==> src/rtl/bct_consts.svh <==
`ifndef BCT_CONSTS_SVH
`define BCT_CONSTS_SVH

// Auxiliary control field positions
`define BCT_AUX_MODE_BIT 6
`define BCT_AUX_SRC_HI 5
`define BCT_AUX_SRC_LO 4

// Divider clock source codes
`define BCT_SRC_EXT 2'h0
`define BCT_SRC_EXT16 2'h1
`define BCT_SRC_OSC 2'h2
`define BCT_SRC_OSC16 2'h3

// Channel command codes for receive time-out
`define BCT_CMD_TO_ON 4'ha
`define BCT_CMD_TO_OFF 4'hc

// Extended mode bit enabling the extra rates
`define BCT_EXT_RATE_BIT 0

// Counter reset value and full count
`define BCT_CNT_RST 16'h0000
`define BCT_CNT_MAX 16'hffff

// Oscillator ticks per 16x baud clock
`define BCT_DIV_50 13'h1200
`define BCT_DIV_75 13'h0c00
`define BCT_DIV_110 13'h082f
`define BCT_DIV_150 13'h0600
`define BCT_DIV_300 13'h0300
`define BCT_DIV_600 13'h0180
`define BCT_DIV_1200 13'h00c0
`define BCT_DIV_2400 13'h0060
`define BCT_DIV_4800 13'h0030
`define BCT_DIV_9600 13'h0018
`define BCT_DIV_19200 13'h000c
`define BCT_DIV_38400 13'h0006
`define BCT_DIV_57600 13'h0004
`define BCT_DIV_115200 13'h0002
`define BCT_DIV_230400 13'h0001
`define BCT_DIV_NONE 13'h0000

`endif

==> src/rtl/bct_pkg.sv <==
package bct_pkg;

	// Source of one receiver or transmitter clock
	typedef enum logic [1:0] {
		BCT_SEL_GEN = 2'h0,
		BCT_SEL_DIV = 2'h1,
		BCT_SEL_EXT16 = 2'h2,
		BCT_SEL_EXT1 = 2'h3
	} bct_src_type;

	// One clock selector setting
	typedef struct packed {
		bct_src_type src;
		logic [3:0] rate;
	} bct_sel_type;

	// Channel command strobe with its code
	typedef struct packed {
		logic wr;
		logic [3:0] code;
	} bct_cmd_type;

endpackage : bct_pkg

==> src/rtl/bct_top.sv <==
`timescale 1ns/10ps
`include "bct_consts.svh"

module bct_top (
	input wire logic sys_clk, // System clock, 100 MHz
	input wire logic rst, // Asynchronous reset, active high
	input wire logic osc_input, // Oscillator reference pin
	input wire logic ctr_ext_in, // Divider external clock pin
	input wire logic [3:0] ext_timing_in, // External clocks per selector
	input wire logic [7:0] divisor_low_reg, // Divisor low byte
	input wire logic [7:0] divisor_high_reg, // Divisor high byte
	input wire logic [6:4] aux_control_reg, // Divider mode and source
	input wire logic [2:0] extended_mode_reg_chan_a, // Channel A ext mode
	input wire logic start_cmd, // Start read strobe, one cycle
	input wire logic stop_cmd, // Stop read strobe, one cycle
	input wire bct_pkg::bct_cmd_type command_reg_chan_a, // Channel A command
	input wire bct_pkg::bct_cmd_type command_reg_chan_b, // Channel B command
	input wire logic rx_char_a, // Channel A char into FIFO, pulse
	input wire logic rx_char_b, // Channel B char into FIFO, pulse
	input wire bct_pkg::bct_sel_type [3:0] clock_select_reg, // Selectors
	input wire logic ct_on_pin, // Route divider to the output pin
	input wire logic gp_level, // Pin level when not routed
	output logic [7:0] count_low_read, // Live count, low byte
	output logic [7:0] count_high_read, // Live count, high byte
	output logic ready_flag, // Ready bit of irq status
	output logic div_out, // Divider output level
	output logic timeout_active, // Time-out mode on
	output logic general_output_pins, // Pin carrying divider output
	output logic [3:0] baud_tick, // 16x or 1x clock enables: RxA TxA RxB TxB
	output logic [3:0] baud_x16 // Selector runs in 16x mode
);

	// Pin synchronisers for oscillator, divider pin and externals
	logic [5:0] pins;
	logic [5:0] s1_ff;
	logic [5:0] s2_ff;
	logic [5:0] s3_ff;
	logic [5:0] lvl_ff;
	logic [5:0] agree;
	logic [5:0] nxt_lvl;
	logic [5:0] rise;

	assign pins = {ext_timing_in, ctr_ext_in, osc_input};
	assign agree = ~(s2_ff ^ s3_ff);
	assign nxt_lvl = (agree & s3_ff) | (~agree & lvl_ff);
	assign rise = nxt_lvl & ~lvl_ff;

	always_ff @(posedge sys_clk or posedge rst) begin
		if (rst) begin
			s1_ff <= 6'h00;
			s2_ff <= 6'h00;
			s3_ff <= 6'h00;
			lvl_ff <= 6'h00;
		end else begin
			s1_ff <= pins;
			s2_ff <= s1_ff;
			s3_ff <= s2_ff;
			lvl_ff <= nxt_lvl;
		end
	end

	// Edge enables derived from the synchronised pins
	logic osc_tick;
	logic ext_tick;
	logic [3:0] sel_ext_tick;
	assign osc_tick = rise[0];
	assign ext_tick = rise[1];
	assign sel_ext_tick = rise[5:2];

	// Divide-by-16 prescalers for the divider source
	logic [3:0] osc_pre_ff;
	logic [3:0] ext_pre_ff;
	logic osc16_tick;
	logic ext16_tick;
	assign osc16_tick = osc_tick & (osc_pre_ff == 4'hf);
	assign ext16_tick = ext_tick & (ext_pre_ff == 4'hf);

	always_ff @(posedge sys_clk or posedge rst) begin
		if (rst) begin
			osc_pre_ff <= 4'h0;
			ext_pre_ff <= 4'h0;
		end else begin
			osc_pre_ff <= osc_pre_ff + {3'h0, osc_tick};
			ext_pre_ff <= ext_pre_ff + {3'h0, ext_tick};
		end
	end

	// Divider clock source and mode select
	logic to_a_ff;
	logic to_b_ff;
	logic [1:0] ct_src;
	logic ct_tick;
	logic to_any;
	logic timer_mode;
	assign ct_src = aux_control_reg[`BCT_AUX_SRC_HI:`BCT_AUX_SRC_LO];
	assign ct_tick = (ct_src == `BCT_SRC_EXT) ? ext_tick :
		(ct_src == `BCT_SRC_EXT16) ? ext16_tick :
		(ct_src == `BCT_SRC_OSC) ? osc_tick : osc16_tick;
	assign to_any = to_a_ff | to_b_ff;
	assign timer_mode = aux_control_reg[`BCT_AUX_MODE_BIT] & ~to_any;

	// Time-out command decode per channel
	logic on_a;
	logic off_a;
	logic on_b;
	logic off_b;
	logic to_on;
	logic rx_any;
	assign on_a = command_reg_chan_a.wr &
		(command_reg_chan_a.code == `BCT_CMD_TO_ON);
	assign off_a = command_reg_chan_a.wr &
		(command_reg_chan_a.code == `BCT_CMD_TO_OFF);
	assign on_b = command_reg_chan_b.wr &
		(command_reg_chan_b.code == `BCT_CMD_TO_ON);
	assign off_b = command_reg_chan_b.wr &
		(command_reg_chan_b.code == `BCT_CMD_TO_OFF);
	assign to_on = on_a | on_b;
	assign rx_any = (rx_char_a & to_a_ff) | (rx_char_b & to_b_ff);

	always_ff @(posedge sys_clk or posedge rst) begin
		if (rst) begin
			to_a_ff <= 1'b0;
			to_b_ff <= 1'b0;
		end else begin
			to_a_ff <= on_a | (to_a_ff & ~off_a);
			to_b_ff <= on_b | (to_b_ff & ~off_b);
		end
	end

	// Divider counting engine
	logic [15:0] divisor;
	logic [15:0] cnt_ff;
	logic [15:0] nxt_cnt;
	logic out_ff;
	logic nxt_out;
	logic run_ff;
	logic nxt_run;
	assign divisor = {divisor_high_reg, divisor_low_reg};

	always_comb begin
		nxt_cnt = cnt_ff;
		nxt_out = out_ff;
		nxt_run = run_ff;
		if (to_any) begin
			// Received data drives the count; start and stop ignored
			if (to_on) begin
				nxt_run = 1'b0;
			end else if (rx_any) begin
				nxt_cnt = divisor;
				nxt_run = 1'b1;
				nxt_out = 1'b1;
			end else if (run_ff & ct_tick) begin
				nxt_cnt = cnt_ff - 16'h0001;
				if (cnt_ff == 16'h0001) begin
					nxt_run = 1'b0;
					nxt_out = 1'b0;
				end
			end
		end else if (timer_mode) begin
			// Free running square wave, reload at each half period
			if (start_cmd) begin
				nxt_cnt = divisor;
			end else if (ct_tick) begin
				if (cnt_ff <= 16'h0001) begin
					nxt_cnt = divisor;
					nxt_out = ~out_ff;
				end else begin
					nxt_cnt = cnt_ff - 16'h0001;
				end
			end
		end else begin
			// One-shot delay, wraps past zero and keeps counting
			if (start_cmd) begin
				nxt_cnt = divisor;
				nxt_run = 1'b1;
				nxt_out = 1'b1;
			end else if (stop_cmd) begin
				nxt_run = 1'b0;
			end else if (run_ff & ct_tick) begin
				nxt_cnt = cnt_ff - 16'h0001;
				if (cnt_ff == 16'h0001) begin
					nxt_out = 1'b0;
				end
			end
		end
	end

	// Ready flag: a falling output wins over any clear
	logic fall;
	logic ready_clr;
	logic nxt_ready;
	logic ready_ff;
	assign fall = out_ff & ~nxt_out;
	assign ready_clr = (stop_cmd & ~to_any) | to_on | rx_any;
	assign nxt_ready = fall | (ready_ff & ~ready_clr);

	always_ff @(posedge sys_clk or posedge rst) begin
		if (rst) begin
			cnt_ff <= `BCT_CNT_RST;
			out_ff <= 1'b1;
			run_ff <= 1'b0;
			ready_ff <= 1'b0;
		end else begin
			cnt_ff <= nxt_cnt;
			out_ff <= nxt_out;
			run_ff <= nxt_run;
			ready_ff <= nxt_ready;
		end
	end

	// Live count and flag straight from the registers
	assign count_low_read = cnt_ff[7:0];
	assign count_high_read = cnt_ff[15:8];
	assign ready_flag = ready_ff;
	assign div_out = out_ff;

	// Divider rising edge is one 16x period
	logic div_rise;
	assign div_rise = ~out_ff & nxt_out;

	// Rate table, extended entries gated by channel A bit
	logic ext_rate;
	assign ext_rate = extended_mode_reg_chan_a[`BCT_EXT_RATE_BIT];

	function automatic logic [12:0] rate_div(input logic [3:0] code,
		input logic ext_en);
		logic [12:0] d;
		d = `BCT_DIV_NONE;
		unique case (code)
			4'h0: d = `BCT_DIV_50;
			4'h1: d = `BCT_DIV_75;
			4'h2: d = `BCT_DIV_110;
			4'h3: d = `BCT_DIV_150;
			4'h4: d = `BCT_DIV_300;
			4'h5: d = `BCT_DIV_600;
			4'h6: d = `BCT_DIV_1200;
			4'h7: d = `BCT_DIV_2400;
			4'h8: d = `BCT_DIV_4800;
			4'h9: d = `BCT_DIV_9600;
			4'ha: d = `BCT_DIV_19200;
			4'hb: d = `BCT_DIV_38400;
			4'hc: d = ext_en ? `BCT_DIV_57600 : `BCT_DIV_NONE;
			4'hd: d = ext_en ? `BCT_DIV_115200 : `BCT_DIV_NONE;
			4'he: d = ext_en ? `BCT_DIV_230400 : `BCT_DIV_NONE;
			4'hf: d = `BCT_DIV_NONE;
		endcase
		return d;
	endfunction : rate_div

	// Four selectors, each with its own generator divider
	genvar gi;
	generate
		for (gi = 0; gi < 4; gi++) begin : g_sel
			logic [12:0] gdiv;
			logic [12:0] gcnt_ff;
			logic gen_tick;
			logic sel_tick;
			logic sel_x16;
			bct_pkg::bct_sel_type cfg;
			assign cfg = clock_select_reg[gi];
			assign gdiv = rate_div(cfg.rate, ext_rate);
			assign gen_tick = osc_tick & (gdiv != `BCT_DIV_NONE) &
				(gcnt_ff >= gdiv - 13'h0001);
			assign sel_tick = (cfg.src == bct_pkg::BCT_SEL_GEN) ? gen_tick :
				(cfg.src == bct_pkg::BCT_SEL_DIV) ? div_rise :
				sel_ext_tick[gi];
			assign sel_x16 = (cfg.src != bct_pkg::BCT_SEL_EXT1);

			always_ff @(posedge sys_clk or posedge rst) begin
				if (rst) begin
					gcnt_ff <= 13'h0000;
					baud_tick[gi] <= 1'b0;
					baud_x16[gi] <= 1'b1;
				end else begin
					if (gen_tick) begin
						gcnt_ff <= 13'h0000;
					end else if (osc_tick) begin
						gcnt_ff <= gcnt_ff + 13'h0001;
					end
					baud_tick[gi] <= sel_tick;
					baud_x16[gi] <= sel_x16;
				end
			end
		end
	endgenerate

	// Divider output onto the general output pin
	always_ff @(posedge sys_clk or posedge rst) begin
		if (rst) begin
			general_output_pins <= 1'b1;
			timeout_active <= 1'b0;
		end else begin
			general_output_pins <= ct_on_pin ? out_ff : gp_level;
			timeout_active <= to_any;
		end
	end

endmodule : bct_top

==> config.mk <==
export PLATFORM = sky130hd
export DESIGN_NAME = bct_top
export DESIGN_NICKNAME = d
export VERILOG_FILES = /design/src/rtl/bct_pkg.sv /design/src/rtl/bct_top.sv
export VERILOG_INCLUDE_DIRS = /design/src /design/src/rtl
export SDC_FILE = /design/constraint.sdc
export NUM_CORES = 1
export LEC_CHECK = 0
export ABC_CLOCK_PERIOD_IN_PS = 3100
export BUFFER_PORTS_ARGS = -buffer_cell sky130_fd_sc_hd__buf_4
export CAP_MARGIN = 20
export CORE_ASPECT_RATIO = 0.9
export CORE_UTILIZATION = 40
export DETAILED_ROUTE_END_ITERATION = 6
export GPL_ROUTABILITY_DRIVEN = 0
export GPL_TIMING_DRIVEN = 0
export PLACE_DENSITY = 0.58
export SLEW_MARGIN = 20
export SYNTH_ARGS = -nofsm -noshare
export SYNTH_HDL_FRONTEND = slang
export SYNTH_SLANG_ARGS = --single-unit
==> constraint.sdc <==
create_clock -name sys_clk -period 3.1 [get_ports sys_clk]
set_input_delay 0.155 -clock sys_clk [delete_from_list [all_inputs] [get_ports sys_clk]]
set_output_delay 0.155 -clock sys_clk [all_outputs]
set_load 0.005 [all_outputs]
==> run metrics <==
Hold Path End=baud_tick[1]; end of the worst register-to-register path=cnt_ff[9]; Startpoint Class=input pin; WL final=24.4 mm; number of synthesized flops with an enable pin=0; Synth Net Count=1193; DPL Wire Length=17.8 mm; antenna-violating nets left=0; initial core utilization=0.414; post-synth design cell area=8760 um2; Port-buffer cells=93; Synth Register Bits=115; vias in the first global route=7717; initial antenna violation count=0; Final Util=0.508; initial detailed-routing violation count=914; # IOs=98; H-tree depth=4; GRT Total Usage=0.227; Slew @ Worst Pin=955 ps; DRC=0; Worst Path Class, Setup=in2reg; Tcrit/Tclk final=0.949; Worst Hold Class=in2reg; unrepaired setup endpoints after global routing=true; Fin. Hold Viols=0; Vias per Instance=5.63; Setup crit end kind=flip-flop; CTS Root Cell=clkbuf_16; leakage=4.80 nW; syn avg cell area=8.31 um2; nets=1324; max cap viols=0; synth unique cells=between 70 and 80; ys flop type=dfrtp_1; register area share after synthesis=0.329; Slew HR=0.361; clk sinks=115; Final min period=between 2000 and 3000 ps; Pwr Density=slightly above 600 nW/um2; # rows=50; global-route wire length before repair=40.3 mm; worst-case vdd ir drop=319 uV; Worst EP required=3400 ps; CP arrival=3240 ps; most common cell after layout, fill and taps aside=nand2_1; area growth from synthesis to layout=22.6%; CTS tree=yes; CTS Buf Count=17; core area=21100 um2; gr ovfl total=0; hold-critical path depth=2; maximum clock path buffer count=2; share of cells above drive strength 1=0.165; fmax=340 MHz; Hold Path Origin=clock_select_reg[11]; WL per Instance=roughly 16 um; async set-reset flop share out of synthesis=1.00; Via Count=~8.4k; commonest non-fill, non-tap cells in the layout=nand2_1, nor2_1, dfrtp_1; Die Footprint=22500 um2; Register-to-Register Path Depth=7; worst-path fanout max=17; # setup viols final=0; Die W=158 um; Yosys warning total=0; Initial DRT Pass Iterations=6; Syn Inst Count=about 1.1k; setup slack, reg-to-reg=270 ps; Clock Latency Late Sink=420 ps; RR Startpoint=to_b_ff; ant diodes=0; total chip power=~6.5 mW; final clock skew=9.80 ps; Vert. Die Dim=142 um; status=finished, final reports clean; Final Max Tran Viols=0; pin count of the biggest net entering global routing=32; clock-pin slew on the worst setup and hold paths=60 ps
-- worst max-delay path by stage --
stage               cells after the start  slack, ps                    to                   startpoint
floorplan                              16        0.5  g_sel[3].gcnt_ff[10]  extended_mode_reg_chan_a[0]
global placement                       16      -1380   g_sel[0].gcnt_ff[3]  extended_mode_reg_chan_a[0]
detailed placement                     16      -1320   g_sel[0].gcnt_ff[6]  extended_mode_reg_chan_a[0]
CTS                                    18         30  g_sel[2].gcnt_ff[12]         clock_select_reg[13]
global route                           18        -10   g_sel[2].gcnt_ff[5]         clock_select_reg[13]
finish                                 16        160   g_sel[3].gcnt_ff[3]  extended_mode_reg_chan_a[0]
-- timing repair --
| action | CTS | global route |
|---|---|---|
| endpoints found under the hold margin | 42 | 0 |
| gates resized for setup | 9 | 23 |
| hold buffers | 20 | 0 |
| pin swaps | 2 | 2 |
| buffers inserted | 3 | 3 |
| setup endpoints to repair | 55 | 58 |
-- cells in the mapped netlist, types with 5 or more instances --
master / count / area share
a211oi_1: 14 / 0.012
a21o_1: 19 / 0.016
a21oi_1: 61 / 0.035
a221oi_1: 7 / 0.0070
a22oi_1: 14 / 0.012
a31oi_1: 13 / 0.0093
a32oi_1: 6 / 0.0060
and3_1: 18 / 0.013
clkbuf_1: 44 / 0.019
dfrtp_1: 109 / 0.31
dfstp_2: 6 / 0.018
ha_1: 69 / 0.099
inv_1: 33 / 0.014
maj3_1: 6 / 0.0069
mux2_2: 6 / 0.0077
mux2i_1: 5 / 0.0057
nand2_1: 130 / 0.056
nand2b_1: 8 / 0.0057
nand3_1: 26 / 0.015
nand3b_1: 8 / 0.0069
nand4_1: 23 / 0.016
nor2_1: 112 / 0.048
nor2b_1: 18 / 0.013
nor3_1: 25 / 0.014
nor4_1: 6 / 0.0043
o211ai_1: 8 / 0.0069
o21a_1: 8 / 0.0069
o21ai_0: 64 / 0.037
o221ai_1: 11 / 0.011
o22ai_1: 16 / 0.011
o31ai_1: 7 / 0.0060
or3_1: 10 / 0.0071
xnor2_1: 36 / 0.036
xor2_1: 32 / 0.032
-- sequential cells by signal, indices dropped and copies added (netlist names), 4 cells and up --
register	flops
s3_ff	6
baud_x16	4
ext_pre_ff	4
s1_ff	6
cnt_ff	16
baud_tick	4
lvl_ff	6
osc_pre_ff	4
g_sel.gcnt_ff	52
s2_ff	6
-- power breakdown --
part / switching [mW] / internal (mW) / total, mW
combinational: 1.10 / 1.03 / 2.13
clock: 0.766 / 1.19 / 1.95
sequential: 0.508 / 1.91 / 2.42
total: 2.37 / 4.13 / 6.50
-- logic make-up (layout without fill, tap and decap cells) --
family,count (synthesis),count (layout),synth area share
xor+xnor,68,68,0.0680
fa+ha+maj,75,75,0.105
mux,11,11,0.0134
simple gates,405,405,0.221
buf+inv,90,233,0.0433
flops,115,115,0.329
compound gates,290,290,0.220
-- worst max-delay path, cell delays in order --
cell and delay, ps:
buf_4 190, buf_2 310, and3_1 220, o21ai_2 90, ha_1 210, clkbuf_2 180, nor2_1 190, a22oi_1 140
ha_1 350, a211o_1 130, a21oi_1 50, a221o_1 290, a31o_2 230, a21oi_2 190, clkbuf_4 240, nor2_1 60
-- layout make-up --
type | instances | area [um2]
sequential | 115 | 2890
clock inverter | 14 | 153
tap | 286 | 358
inverter | 33 | 130
multi-input combinational | 849 | 5550
clock buffer | 17 | 425
buffer | 47 | 236
fill | 2068 | 10400
timing repair buffer | 122 | 1000
-- metrics by stage --
step / instance area (um2) / setup TNS, ps / cells / setup WS [ps] / hold slack, ps
CTS: 10700 / 0 / 1487 / 29.5 / 21.6
floorplan: 8780 / 0 / 1054 / 0.496 / 186
detailed placement: 9890 / -55080 / 1436 / -1320 / 266
global placement: 9830 / -56220 / 1433 / -1380 / 264
finish: 10700 / 0 / 1483 / 159 / 36.3
global route: 10700 / -9.65 / 1483 / -9.65 / 46.5
-- metal layers --
layer,up-vias,share of wire,track usage
met2,310,0.43,0.339
met1,3918,0.48,0.333
met3,20,0.072,0.0469
li1,4105,-,-
met4,0,0.011,0.0557
met5,-,0,0
(Power assumes the default switching activity.)
